--- src/nvm_map.svh ---
// Offsets, field positions, reset values and timing counts of the page engine
// Assumes inclusion by the package and the target module only
`ifndef NVM_MAP_SVH
`define NVM_MAP_SVH

`define ERASE_REG_ADDR   8'he3
`define ERASE_TRIG_BIT   7
`define ERASE_REGION_BIT 4
`define CODE_DEFAULT     4'h1
`define BLK_REGS         3'h0
`define BLK_CFG          3'h2
`define BLK_EEPROM       3'h3
`define PAGE_BYTES       5'h10
`define BYTE_BITS        4'h8
`define T_WR_MS          20
`define T_ER_MS          20
`define CLK_HZ           20000000
`define T_WR_CYCLES      (`T_WR_MS * (`CLK_HZ / 1000))
`define T_ER_CYCLES      (`T_ER_MS * (`CLK_HZ / 1000))

`endif

--- src/nvm_pkg.sv ---
// Types shared by the page engine and its buffer
// Assumes nvm_map.svh is on the include path
`include "nvm_map.svh"

package nvm_pkg;

    typedef enum logic [9:0] {
        ST_IDLE      = 10'h001,
        ST_CTRL      = 10'h002,
        ST_ACK_CTRL  = 10'h004,
        ST_WADDR     = 10'h008,
        ST_ACK_WADDR = 10'h010,
        ST_WDATA     = 10'h020,
        ST_ACK_WDATA = 10'h040,
        ST_RDATA     = 10'h080,
        ST_MACK      = 10'h100,
        ST_SKIP      = 10'h200
    } link_state_e;

    typedef struct packed {
        logic [8:0] addr;
        logic [7:0] data;
    } store_wr_s;

    typedef struct packed {
        link_state_e st;
        logic        scl_s1;
        logic        scl_s2;
        logic        scl_s3;
        logic        sda_s1;
        logic        sda_s2;
        logic        sda_s3;
        logic [3:0]  pin_s1;
        logic [3:0]  pin_s2;
        logic [3:0]  bitcnt;
        logic [7:0]  shreg;
        logic        rw;
        logic [2:0]  blk;
        logic [7:0]  addr;
        logic [4:0]  nbytes;
        logic [7:0]  erase_q;
        logic [3:0]  code_q;
        logic [3:0]  src_q;
        logic        oe;
        logic        busy;
        logic        erasing;
        logic [18:0] tmr;
        logic        wr_pend;
        logic        er_pend;
        logic        reg_wr;
        logic [7:0]  reg_waddr;
        logic [7:0]  reg_wdata;
        logic        store_erase;
    } target_s;

endpackage : nvm_pkg

--- src/i2c_nvm_target.sv ---
// Serial target that programs, reads back and erases 16-byte nonvolatile pages
// Assumes scl, sda and the code pins are asynchronous; store and registers are on clk
//
// How it works
// - Each write to a page block programs at most one 16-byte page.
// - Control code settings load defaults on reset and reload from stored values only on reset command.
// - Control byte, word address and each of sixteen data bytes are acknowledged.
// - Stop after page data starts a self-timed write of at most 20 ms.
// - Register data stays reachable while a write or erase cycle runs.
// - Repeated start aborts the write but keeps the loaded word address.
// - Read control byte is acknowledged, then bytes go out with address advancing.
// - The erase register sits at word address e3 and takes one byte.
// - Trigger bit 7 starts a self-timed page erase of at most 20 ms.
// - Bit 4 picks config or emulated area, bits 3 to 0 pick the page.
// - Device address, erase address and erase byte are all acknowledged.
// - The erase cycle starts only at the stop that ends the erase write.
// - The erase trigger bit clears itself when the erase completes.
// - Each control code bit comes from a pin or register, per select bit.
// - After reset the control code is 0001.
// - Next three bits give the block address, last bit selects read.
// - A control byte that matches the control code is acknowledged for block 000, or for 010 and 011 when not busy.
// - Block 010 reaches config pages, block 011 the emulated pages.
`include "nvm_map.svh"

module i2c_nvm_target #(
    parameter int WR_CYCLES = `T_WR_CYCLES,
    parameter int ER_CYCLES = `T_ER_CYCLES,
    parameter int FIFO_DEPTH = 32
) (
    input  wire logic              clk,
    input  wire logic              srst,
    input  wire logic              scl_in,
    input  wire logic              sda_in,
    output logic                   sda_out,
    output logic                   sda_oe,
    input  wire logic [3:0]        code_pins,
    input  wire logic              reset_cmd,
    input  wire logic [3:0]        nv_code,
    input  wire logic [3:0]        nv_code_src,
    output logic                   reg_wr_en,
    output logic [7:0]             reg_wr_addr,
    output logic [7:0]             reg_wr_data,
    output logic [7:0]             reg_rd_addr,
    input  wire logic [7:0]        reg_rd_data,
    output logic [8:0]             store_rd_addr,
    input  wire logic [7:0]        store_rd_data,
    output logic                   store_wr_en,
    output nvm_pkg::store_wr_s     store_wr,
    input  wire logic              store_wr_ready,
    output logic                   store_erase,
    output logic [4:0]             store_erase_page,
    output logic                   nvm_busy
);
    localparam logic [18:0] WR_LAST = 19'(WR_CYCLES - 1);
    localparam logic [18:0] ER_LAST = 19'(ER_CYCLES - 1);

    nvm_pkg::target_s   q;
    nvm_pkg::target_s   d;
    nvm_pkg::store_wr_s push_data;
    logic               push;
    logic               flush;
    logic               fifo_in_ready;
    logic               fifo_out_valid;
    logic               fifo_out_ready;
    logic [3:0]         eff_code;
    logic               start_det;
    logic               stop_det;
    logic               scl_rise;
    logic               scl_fall;
    logic [7:0]         rd_byte;
    logic               nvm_blk;
    logic [2:0]         ctrl_blk;
    logic               ctrl_ok;

    for (genvar i = 0; i < 4; i++) begin : g_code
        assign eff_code[i] = q.src_q[i] ? q.pin_s2[i] : q.code_q[i];
    end

    assign start_det = q.scl_s2 && q.scl_s3 && q.sda_s3 && !q.sda_s2;
    assign stop_det  = q.scl_s2 && q.scl_s3 && !q.sda_s3 && q.sda_s2;
    assign scl_rise  = q.scl_s2 && !q.scl_s3;
    assign scl_fall  = !q.scl_s2 && q.scl_s3;
    assign rd_byte   = (q.blk == `BLK_REGS) ? reg_rd_data : store_rd_data;
    assign nvm_blk   = (q.blk == `BLK_CFG) || (q.blk == `BLK_EEPROM);
    assign ctrl_blk  = q.shreg[3:1];
    assign ctrl_ok   = (q.shreg[7:4] == eff_code) && ((ctrl_blk == `BLK_REGS) ||
                       (((ctrl_blk == `BLK_CFG) || (ctrl_blk == `BLK_EEPROM)) && !q.busy));

    assign push_data.addr = {q.blk[0], q.addr};
    assign push_data.data = q.shreg;
    assign fifo_out_ready = q.busy && !q.erasing && store_wr_ready;
    assign store_wr_en    = fifo_out_valid && fifo_out_ready;

    page_fifo #(
        .WIDTH ($bits(nvm_pkg::store_wr_s)),
        .DEPTH (FIFO_DEPTH)
    ) u_fifo (
        .clk       (clk),
        .srst      (srst),
        .flush     (flush),
        .in_valid  (push),
        .in_ready  (fifo_in_ready),
        .in_data   (push_data),
        .out_valid (fifo_out_valid),
        .out_ready (fifo_out_ready),
        .out_data  (store_wr)
    );

    always_comb begin
        d           = q;
        push        = 1'b0;
        flush       = 1'b0;
        d.scl_s1    = scl_in;
        d.scl_s2    = q.scl_s1;
        d.scl_s3    = q.scl_s2;
        d.sda_s1    = sda_in;
        d.sda_s2    = q.sda_s1;
        d.sda_s3    = q.sda_s2;
        d.pin_s1    = code_pins;
        d.pin_s2    = q.pin_s1;
        d.reg_wr    = 1'b0;
        d.store_erase = 1'b0;
        if (reset_cmd) begin
            d.code_q = nv_code;
            d.src_q  = nv_code_src;
        end
        if (q.busy) begin
            if (q.tmr != (q.erasing ? ER_LAST : WR_LAST)) begin
                d.tmr = q.tmr + 19'h00001;
            end
            if (q.erasing && q.tmr == ER_LAST) begin
                d.busy    = 1'b0;
                d.erasing = 1'b0;
                d.erase_q[`ERASE_TRIG_BIT] = 1'b0;
            end else if (!q.erasing && q.tmr == WR_LAST && !fifo_out_valid) begin
                d.busy = 1'b0;
            end
        end
        if (start_det) begin
            flush     = q.wr_pend;
            d.wr_pend = 1'b0;
            d.er_pend = 1'b0;
            d.st      = nvm_pkg::ST_CTRL;
            d.bitcnt  = 4'h0;
            d.nbytes  = 5'h00;
            d.oe      = 1'b0;
        end else if (stop_det) begin
            d.st      = nvm_pkg::ST_IDLE;
            d.oe      = 1'b0;
            d.wr_pend = 1'b0;
            d.er_pend = 1'b0;
            if (q.wr_pend) begin
                d.busy    = 1'b1;
                d.erasing = 1'b0;
                d.tmr     = 19'h00000;
            end else if (q.er_pend && q.erase_q[`ERASE_TRIG_BIT] && !q.busy) begin
                d.busy        = 1'b1;
                d.erasing     = 1'b1;
                d.tmr         = 19'h00000;
                d.store_erase = 1'b1;
            end
        end else begin
            case (q.st)
                nvm_pkg::ST_CTRL, nvm_pkg::ST_WADDR, nvm_pkg::ST_WDATA: begin
                    if (scl_rise) begin
                        d.shreg  = {q.shreg[6:0], q.sda_s2};
                        d.bitcnt = q.bitcnt + 4'h1;
                    end else if (scl_fall && q.bitcnt == `BYTE_BITS) begin
                        d.bitcnt = 4'h0;
                        if (q.st == nvm_pkg::ST_CTRL) begin
                            d.blk = ctrl_blk;
                            d.rw  = q.shreg[0];
                            d.oe  = ctrl_ok;
                            d.st  = ctrl_ok ? nvm_pkg::ST_ACK_CTRL : nvm_pkg::ST_SKIP;
                        end else if (q.st == nvm_pkg::ST_WADDR) begin
                            d.addr = q.shreg;
                            d.oe   = 1'b1;
                            d.st   = nvm_pkg::ST_ACK_WADDR;
                        end else begin
                            d.st = nvm_pkg::ST_ACK_WDATA;
                            d.oe = 1'b1;
                            if (nvm_blk) begin
                                if (q.nbytes != `PAGE_BYTES) begin
                                    if (fifo_in_ready) begin
                                        push      = 1'b1;
                                        d.nbytes  = q.nbytes + 5'h01;
                                        d.wr_pend = 1'b1;
                                        d.addr    = {q.addr[7:4], q.addr[3:0] + 4'h1};
                                    end else begin
                                        d.oe = 1'b0;
                                    end
                                end
                            end else begin
                                if (q.addr == `ERASE_REG_ADDR) begin
                                    d.erase_q = q.shreg;
                                    d.er_pend = 1'b1;
                                end else begin
                                    d.reg_wr    = 1'b1;
                                    d.reg_waddr = q.addr;
                                    d.reg_wdata = q.shreg;
                                end
                                d.addr = q.addr + 8'h01;
                            end
                        end
                    end
                end
                nvm_pkg::ST_ACK_CTRL: begin
                    if (scl_fall) begin
                        if (q.rw) begin
                            d.shreg  = rd_byte;
                            d.oe     = !rd_byte[7];
                            d.bitcnt = 4'h0;
                            d.st     = nvm_pkg::ST_RDATA;
                        end else begin
                            d.oe = 1'b0;
                            d.st = nvm_pkg::ST_WADDR;
                        end
                    end
                end
                nvm_pkg::ST_ACK_WADDR, nvm_pkg::ST_ACK_WDATA: begin
                    if (scl_fall) begin
                        d.oe = 1'b0;
                        d.st = nvm_pkg::ST_WDATA;
                    end
                end
                nvm_pkg::ST_RDATA: begin
                    if (scl_rise) begin
                        d.bitcnt = q.bitcnt + 4'h1;
                    end else if (scl_fall) begin
                        if (q.bitcnt == `BYTE_BITS) begin
                            d.oe   = 1'b0;
                            d.addr = q.addr + 8'h01;
                            d.st   = nvm_pkg::ST_MACK;
                        end else begin
                            d.shreg = {q.shreg[6:0], 1'b0};
                            d.oe    = !q.shreg[6];
                        end
                    end
                end
                nvm_pkg::ST_MACK: begin
                    if (scl_rise && q.sda_s2) begin
                        d.st = nvm_pkg::ST_SKIP;
                    end else if (scl_fall) begin
                        d.shreg  = rd_byte;
                        d.oe     = !rd_byte[7];
                        d.bitcnt = 4'h0;
                        d.st     = nvm_pkg::ST_RDATA;
                    end
                end
                nvm_pkg::ST_IDLE, nvm_pkg::ST_SKIP: begin
                    d.oe = 1'b0;
                end
                default: begin
                    d.st = nvm_pkg::ST_IDLE;
                    d.oe = 1'b0;
                end
            endcase
        end
    end

    always_ff @(posedge clk) begin
        if (srst) begin
            q        <= '0;
            q.st     <= nvm_pkg::ST_IDLE;
            q.code_q <= `CODE_DEFAULT;
            q.scl_s1 <= 1'b1;
            q.scl_s2 <= 1'b1;
            q.scl_s3 <= 1'b1;
            q.sda_s1 <= 1'b1;
            q.sda_s2 <= 1'b1;
            q.sda_s3 <= 1'b1;
        end else begin
            q <= d;
        end
    end

    assign sda_out          = 1'b0;
    assign sda_oe           = q.oe;
    assign reg_wr_en        = q.reg_wr;
    assign reg_wr_addr      = q.reg_waddr;
    assign reg_wr_data      = q.reg_wdata;
    assign reg_rd_addr      = q.addr;
    assign store_rd_addr    = {q.blk[0], q.addr};
    assign store_erase      = q.store_erase;
    assign store_erase_page = q.erase_q[`ERASE_REGION_BIT:0];
    assign nvm_busy         = q.busy;
endmodule : i2c_nvm_target

--- src/page_fifo.sv ---
// Page data buffer between the link and the nonvolatile store
// Assumes one clock; read data leave from a register
module page_fifo #(
    parameter int WIDTH = 17,
    parameter int DEPTH = 32
) (
    input  wire logic             clk,
    input  wire logic             srst,
    input  wire logic             flush,
    input  wire logic             in_valid,
    output logic                  in_ready,
    input  wire logic [WIDTH-1:0] in_data,
    output logic                  out_valid,
    input  wire logic             out_ready,
    output logic      [WIDTH-1:0] out_data
);
    localparam int AW = $clog2(DEPTH);

    logic [WIDTH-1:0] mem_q [DEPTH];
    logic [AW:0]      wr_q;
    logic [AW:0]      rd_q;
    logic             empty;
    logic             full;
    logic             push;
    logic             pop;

    assign empty     = (wr_q == rd_q);
    assign full      = (wr_q[AW] != rd_q[AW]) && (wr_q[AW-1:0] == rd_q[AW-1:0]);
    assign in_ready  = !full;
    assign push      = in_valid && !full;
    assign pop       = !empty && (!out_valid || out_ready);

    always_ff @(posedge clk) begin
        if (push) begin
            mem_q[wr_q[AW-1:0]] <= in_data;
        end
    end

    always_ff @(posedge clk) begin
        if (srst || flush) begin
            wr_q      <= '0;
            rd_q      <= '0;
            out_valid <= 1'b0;
            out_data  <= '0;
        end else begin
            if (push) begin
                wr_q <= wr_q + 1'b1;
            end
            if (pop) begin
                rd_q      <= rd_q + 1'b1;
                out_data  <= mem_q[rd_q[AW-1:0]];
                out_valid <= 1'b1;
            end else if (out_ready) begin
                out_valid <= 1'b0;
            end
        end
    end

endmodule : page_fifo

--- config.mk ---
export PLATFORM = sky130hd
export DESIGN_NAME = i2c_nvm_target
export DESIGN_NICKNAME = d
export VERILOG_FILES = /design/src/nvm_pkg.sv /design/src/i2c_nvm_target.sv /design/src/page_fifo.sv
export VERILOG_INCLUDE_DIRS = /design/src
export SDC_FILE = /design/constraint.sdc
export NUM_CORES = 1
export LEC_CHECK = 0
export BUFFER_PORTS_ARGS = -buffer_cell sky130_fd_sc_hd__buf_2
export CAP_MARGIN = 20
export CORE_UTILIZATION = 27
export CTS_BUF_LIST = sky130_fd_sc_hd__clkbuf_4
export CTS_CLUSTER_SIZE = 12
export DETAILED_ROUTE_END_ITERATION = 8
export GPL_TIMING_DRIVEN = 0
export MAX_ROUTING_LAYER = met4
export SYNTH_ARGS = -nofsm -noshare
export SYNTH_HDL_FRONTEND = slang
export SYNTH_SLANG_ARGS = --single-unit
--- constraint.sdc ---
create_clock -name clk -period 3.45 [get_ports clk]
set_clock_uncertainty 0.15 [all_clocks]
set_input_delay 0.69 -clock clk [delete_from_list [all_inputs] [get_ports clk]]
set_output_delay 0.69 -clock clk [all_outputs]
set_load 0.05 [all_outputs]
### Yosys cells after proc, flatten, opt, wreduce, memory -nomap -nowiden

Memory sizes are Yosys's and may differ from the RTL's. A register that Yosys moved wholly into a read port is not among the register bits.
Cells that the tools add are included.

* register bits after elaboration: 124
* latch bits: 0
* memory bits (writable): 544
* memory bits (read-only): 0
* input port bits: 34
* word-level logic and storage cells: 261
* memories kept: 1

Memory list
* u_fifo.mem_q: words 32, width 17, read ports 1, clocked after memory_dff 1, write ports 1, line page_fifo.sv:19 `logic [WIDTH-1:0] mem_q [DEPTH];`

* add/subtract/negate cells: 7
* multiply operators: 0
* divide/modulo/power cells: 0
* magnitude comparators: 0
* eq/ne operators: 51
* shift operators: 0
* multiplexer cells: 94
* bitwise gates (word level): 11
* reduce and logical (&&, ||, !) cells: 63

Operators with widths (count)
* $mux W21: 8
* $mux W8: 16
* $mux W10: 11
* $pmux W10 S6: 1
* $mux W12: 4
* $pmux W12 S4: 1
* $reduce_and A9 Y1: 5
* $mux W1: 39
* $ne A4 B4 Y1 const B: 9
* $ne A2 B2 Y1 const B: 14
* $reduce_and A8 Y1: 3
* $logic_and A1 B1 Y1: 22
* $reduce_and A11 Y1: 2
* $add A19 B1 Y19 const B: 1
* $eq A19 B19 Y1 const B: 1
* $mux W19: 1
* $ne A19 B19 Y1 const B: 1
* $mux W9: 2
* $mux W17: 1
* $pmux W8 S2: 1
* $mux W13: 1
* $add A6 B1 Y6 const B: 2
* $eq A3 B2 Y1 const B: 4
* $mux W4: 3
* other kinds (38): 73

### Depth between registers and ports, before layout

* word-level depth: 15
* depth in mapped cells: 10
* depth with buffers taken out: 8

### Hierarchy

Synthesis repeated with hierarchy kept, for this count alone.

* cells, all modules: 1749
* area total of the unflattened synthesis: 27799.2 um2

Modules (own cells, without submodules)
* page_fifo: times used 1, cells each 1082, area each 22165.0 um2
* i2c_nvm_target: times used 1, cells each 667, area each 5634.2 um2

### Worst setup path before layout

OpenSTA, ideal clock, no wires.

* path type: register to register
* start: register q[83] (netlist name)
* end: memory u_fifo.mem_q[29][0] (enable)
* data arrival time: 2553 ps
* required time: 2909 ps
* setup slack: 356 ps
* stages on the path, launching flop included: 9
* clock period less this slack: 3094 ps
* path through: dfxtp_1 > inv_1 > ha_1 > nand3b_1 > nor2_2 > nand2_2 > nor4_1 > nand2_1 > nor2_1

* longest elaborated chain between the ends: 10

RTL lines
* start, declared: line i2c_nvm_target.sv:57 `nvm_pkg::target_s q;`
* $eq A4 B4 Y1 (no source line)
* $logic_and A1 B1 Y1 (no source line)
* $mux W1: line i2c_nvm_target.sv:168 `` end else if (scl_fall && q.bitcnt == `BYTE_BITS) begin ``
* $mux W1: line i2c_nvm_target.sv:165 `if (scl_rise) begin`
* $mux W1: line i2c_nvm_target.sv:163 `case (q.st)`
* $mux W1: line i2c_nvm_target.sv:147 `end else if (stop_det) begin`
* $mux W1: line i2c_nvm_target.sv:139 `if (start_det) begin`
* $logic_and A1 B1 Y1: line page_fifo.sv:30 `assign push = in_valid && !full;`
* $mux W1: line page_fifo.sv:34 `if (push) begin`
* $mux W1 (implied by the code): line page_fifo.sv:35 `mem_q[wr_q[AW-1:0]] <= in_data;`
* end, declared: line page_fifo.sv:19

No other way between the ends.

### Worst setup path after layout

* start: register q[105] (netlist name)
* end: memory u_fifo.mem_q[11][13] (enable)

* longest elaborated chain between the ends: 11
* elaborated cells between the ends (all ways): 14
* those cells by class: eq/ne: 3; mux: 9; reduce/logical: 2

RTL lines
* $eq A10 B4 Y1: line i2c_nvm_target.sv:163, i2c_nvm_target.sv:175
* $mux W1: line i2c_nvm_target.sv:175 `end else if (q.st == nvm_pkg::ST_WADDR) begin`
* $mux W1: line i2c_nvm_target.sv:170 `if (q.st == nvm_pkg::ST_CTRL) begin`
* $mux W1: line i2c_nvm_target.sv:168
* $mux W1: line i2c_nvm_target.sv:165
* $mux W1 *: line i2c_nvm_target.sv:163
* $mux W1 *: line i2c_nvm_target.sv:147
* $mux W1 *: line i2c_nvm_target.sv:139
* $logic_and A1 B1 Y1 *: line page_fifo.sv:30
* $mux W1 *: line page_fifo.sv:34
* $mux W1 (implied by the code) *: line page_fifo.sv:35

Mark *: on every way between the ends. The rest lies on a longest branch, timed or not.

==> results_dict.tcl <==
set metrics [dict create \
    outcome "finished, final reports clean" \
    cp_data_arrival_time_ns 3.81 \
    fin_ws_ns 0.143 \
    min_path_type "in -> reg" \
    synth.cell_area_um2 27800 \
    drive_above_1_share 0.352 \
    ys_types 80 \
    peakVddDrop_v 0.000220 \
    path_max_fanout 15 \
    p_per_area_nw_per_um2 475 \
    cp_data_required_time_ns 3.95 \
    slew-limit-headroom 0.348 \
    clk_pin_slew_ns 0.07 \
    synth.area.top_cells "edfxtp_1, mux4_2, dfxtp_1" \
    gp_congestion 0.871 \
    hold_depth 3 \
    grt_pass1_wl_mm 105 \
    dp_cells 3127 \
    routed_via_density 4.67 \
    cts_num_sinks 683 \
    cpMostUsedCell "nand2_2" \
    path_cells "clkbuf_1, nor3_4, nand4_1, nand2_2, nor4_4, buf_4, nand2_2, nor2_2, buf_8" \
    whs_ns 0.105 \
    maxCapViolCount 0 \
    final_core_util 0.326 \
    synth_compound_area_frac 0.0354 \
    drc 0 \
    critPathKind "reg -> reg" \
    grt_max_degree 42 \
    wl_per_cell_um 20.6 \
    period_minus_slack_ns 3.31 \
    drt_first_pass_iters 5 \
    synth_common_cells "edfxtp_1, mux4_2, nor2_1, dfxtp_1, mux2i_1" \
    worstSetupStartpointType "flip-flop" \
    synth_edf_count 544 \
    fillers 9928 \
    worst_pin_slew_ns 0.973 \
    design.core.area_um2 102000 \
    max_freq_mhz 302 \
    synth-xor-area-share 0.0139 \
    area_growth_pct 19.6 \
    synth_simple_gate_area_frac 0.0676 \
    cts_tree "built" \
    gr-total-overflow 0 \
    htreeDepth 4 \
    cts_made_buffers 176 \
    hold_viol_final 0 \
    instances_no_fill 3460 \
    synth_top_area_share 0.587 \
    antenna_found_initial 3 \
    synth_nets 1680 \
    ys_warn_count 0 \
    synth_most_common_cell "edfxtp_1" \
    first_iter_violations 1424 \
    grt_pass1_vias 16500 \
    synth_top_area_cell "edfxtp_1" \
    synth_top_family_by_area "multiplexers" \
    io_buffers 91 \
    cp_slowest_stage_delay_ns 0.38 \
    end_kind "flip-flop" \
    synthCells 1635 \
    antenna_left 0 \
    synthAdderAreaFrac 0.00495 \
    worstSkewPairLatency_ns 1.00 \
    die-area_um2 104000 \
    track_usage 0.141 \
    syn_avg_cell_area_um2 17.0 \
    dieWidth_um 323 \
    ys_seq_elements 683 \
    crit_slowest_cell "nor2_2" \
    clockBufferDepth 3 \
    vias 16100 \
    report.final.slew_viol_count 0 \
    synthFlopType "edfxtp_1" \
    synth-seq-area-share 0.687 \
    finalSetupViolCount 0 \
    setup_tns_ns 0 \
    final_nets 2001 \
    routed_wl_mm 71.2 \
    finalCritPeriodShare 0.959 \
    hpwl_mm 47.3 \
    die_y_um 323 \
    leakage_uw 0.0111 \
    num_io_pins 95 \
    rsz0062_at_grt "no" \
    pre_cts_ws_ns -0.742 \
    rows 117 \
    rr_worst_depth 9 \
    synth.area.mux_share 0.164 \
    root_buffer "clkbuf_4" \
    synth-async-reset-ratio 0 \
    start_util 0.273 \
]
[metrics by stage]
step	area, um2	total power [uW]
after floorplan	27800	9050
after global placement	30000	9110
after detailed placement	30700	9110
after CTS	33200	16000
after global routing	33300	16400
final	33300	15800
[where the power goes]
part           switching [uW]  leakage (uW)  total, uW  internal, uW
logic                     101       0.00361        168          67.1
registers                9.10       0.00614       8780          8770
clock network            3330       0.00132       6840          3510
[flip-flops by register name, summed over array words and instances, names as in the netlist]
register	flops
store_erase	1
reg_rd_addr	8
push_data	5
u_fifo.rd_q	6
store_rd_addr	1
u_fifo.out_valid	1
ctrl_blk	3
reg_wr_data	8
reg_wr_addr	8
nvm_busy	1
reg_wr_en	1
u_fifo.wr_q	6
store_erase_page	5
q	59
u_fifo.out_data	17
u_fifo.mem_q	544
d	8
sda_oe	1
[final cells by class]
cell class,count,area (um2),share of cell area
diodes,3,7.51,0.000226
plain buffers,123,694,0.0209
clock buffers,257,1930,0.0580
clock inverters,54,288,0.00865
inverters,18,67.6,0.00203
multi-input cells,811,8150,0.245
flip-flops and latches,683,19100,0.576
well taps,1368,1710,0.0515
repair buffers,143,1270,0.0381
[layout by cell type, fill, tap and decap left out, types with 7 or more instances in the layout]
cell	synthesis	final
o21ai_0	25	25
nor2b_1	20	20
buf_4	42	43
clkinv_1	0	35
or2_2	8	8
mux2i_1	70	70
clkbuf_4	0	257
buf_6	5	7
nand2_1	59	55
dfxtp_2	0	14
nand4_1	13	13
xnor2_1	17	17
nor3_1	15	15
buf_8	0	21
nor2_1	149	117
nand3b_1	7	7
buf_16	0	10
edfxtp_1	544	544
nor2_2	1	12
mux4_2	170	170
nand3_1	25	25
dfxtp_1	139	123
nor4_1	8	7
buf_2	25	116
nor2_4	0	21
dlygate4sd3_1	0	17
clkbuf_1	45	41
inv_1	18	18
a21oi_1	44	44
and3_1	7	7
xor2_1	27	27
or3_1	18	18
a211oi_1	20	20
ha_1	11	11
[cell families (layout without fill, tap and decap cells)]
logic type      Yosys count  in the layout
xor+xnor                 44             44
simple gates            371            371
compound gates          142            142
mux                     242            242
fa+ha+maj                11             11
other cells               1              4
buf+inv                 141            595
flops                   683            683
[metal layers]
metal	track usage	up-vias	wire length [um]
met1	0.181	8194	30900
met5	-	-	0
met4	0.0527	0	1940
met3	0.0341	130	4820
met2	0.216	635	33600
li1	-	7187	-
[final timing paths]
path	from	to	slack, ns
worst min-delay path	reset_cmd	q[43]	0.10
worst max register to register	q[105]	u_fifo.mem_q[11][13]	0.14
worst min register to register	d[96]	d[95]	0.26
worst max-delay path	q[105]	u_fifo.mem_q[11][13]	0.14
[worst max-delay path: cells and delay by family (launching register included)]
family,cells,cell delay [ns]
and+or+nand+nor,6,1.71
buffers and inverters,3,0.78
DFF,1,0.31
[what timing repair did]
action | CTS | global route
resized for setup | 19 | 16
pin swaps | 0 | 2
buffers inserted | 0 | 2
hold endpoints to repair | 15 | 0
hold buffers | 17 | 0
endpoints found under the setup margin | 556 | 328
(Power assumes the default switching activity.)
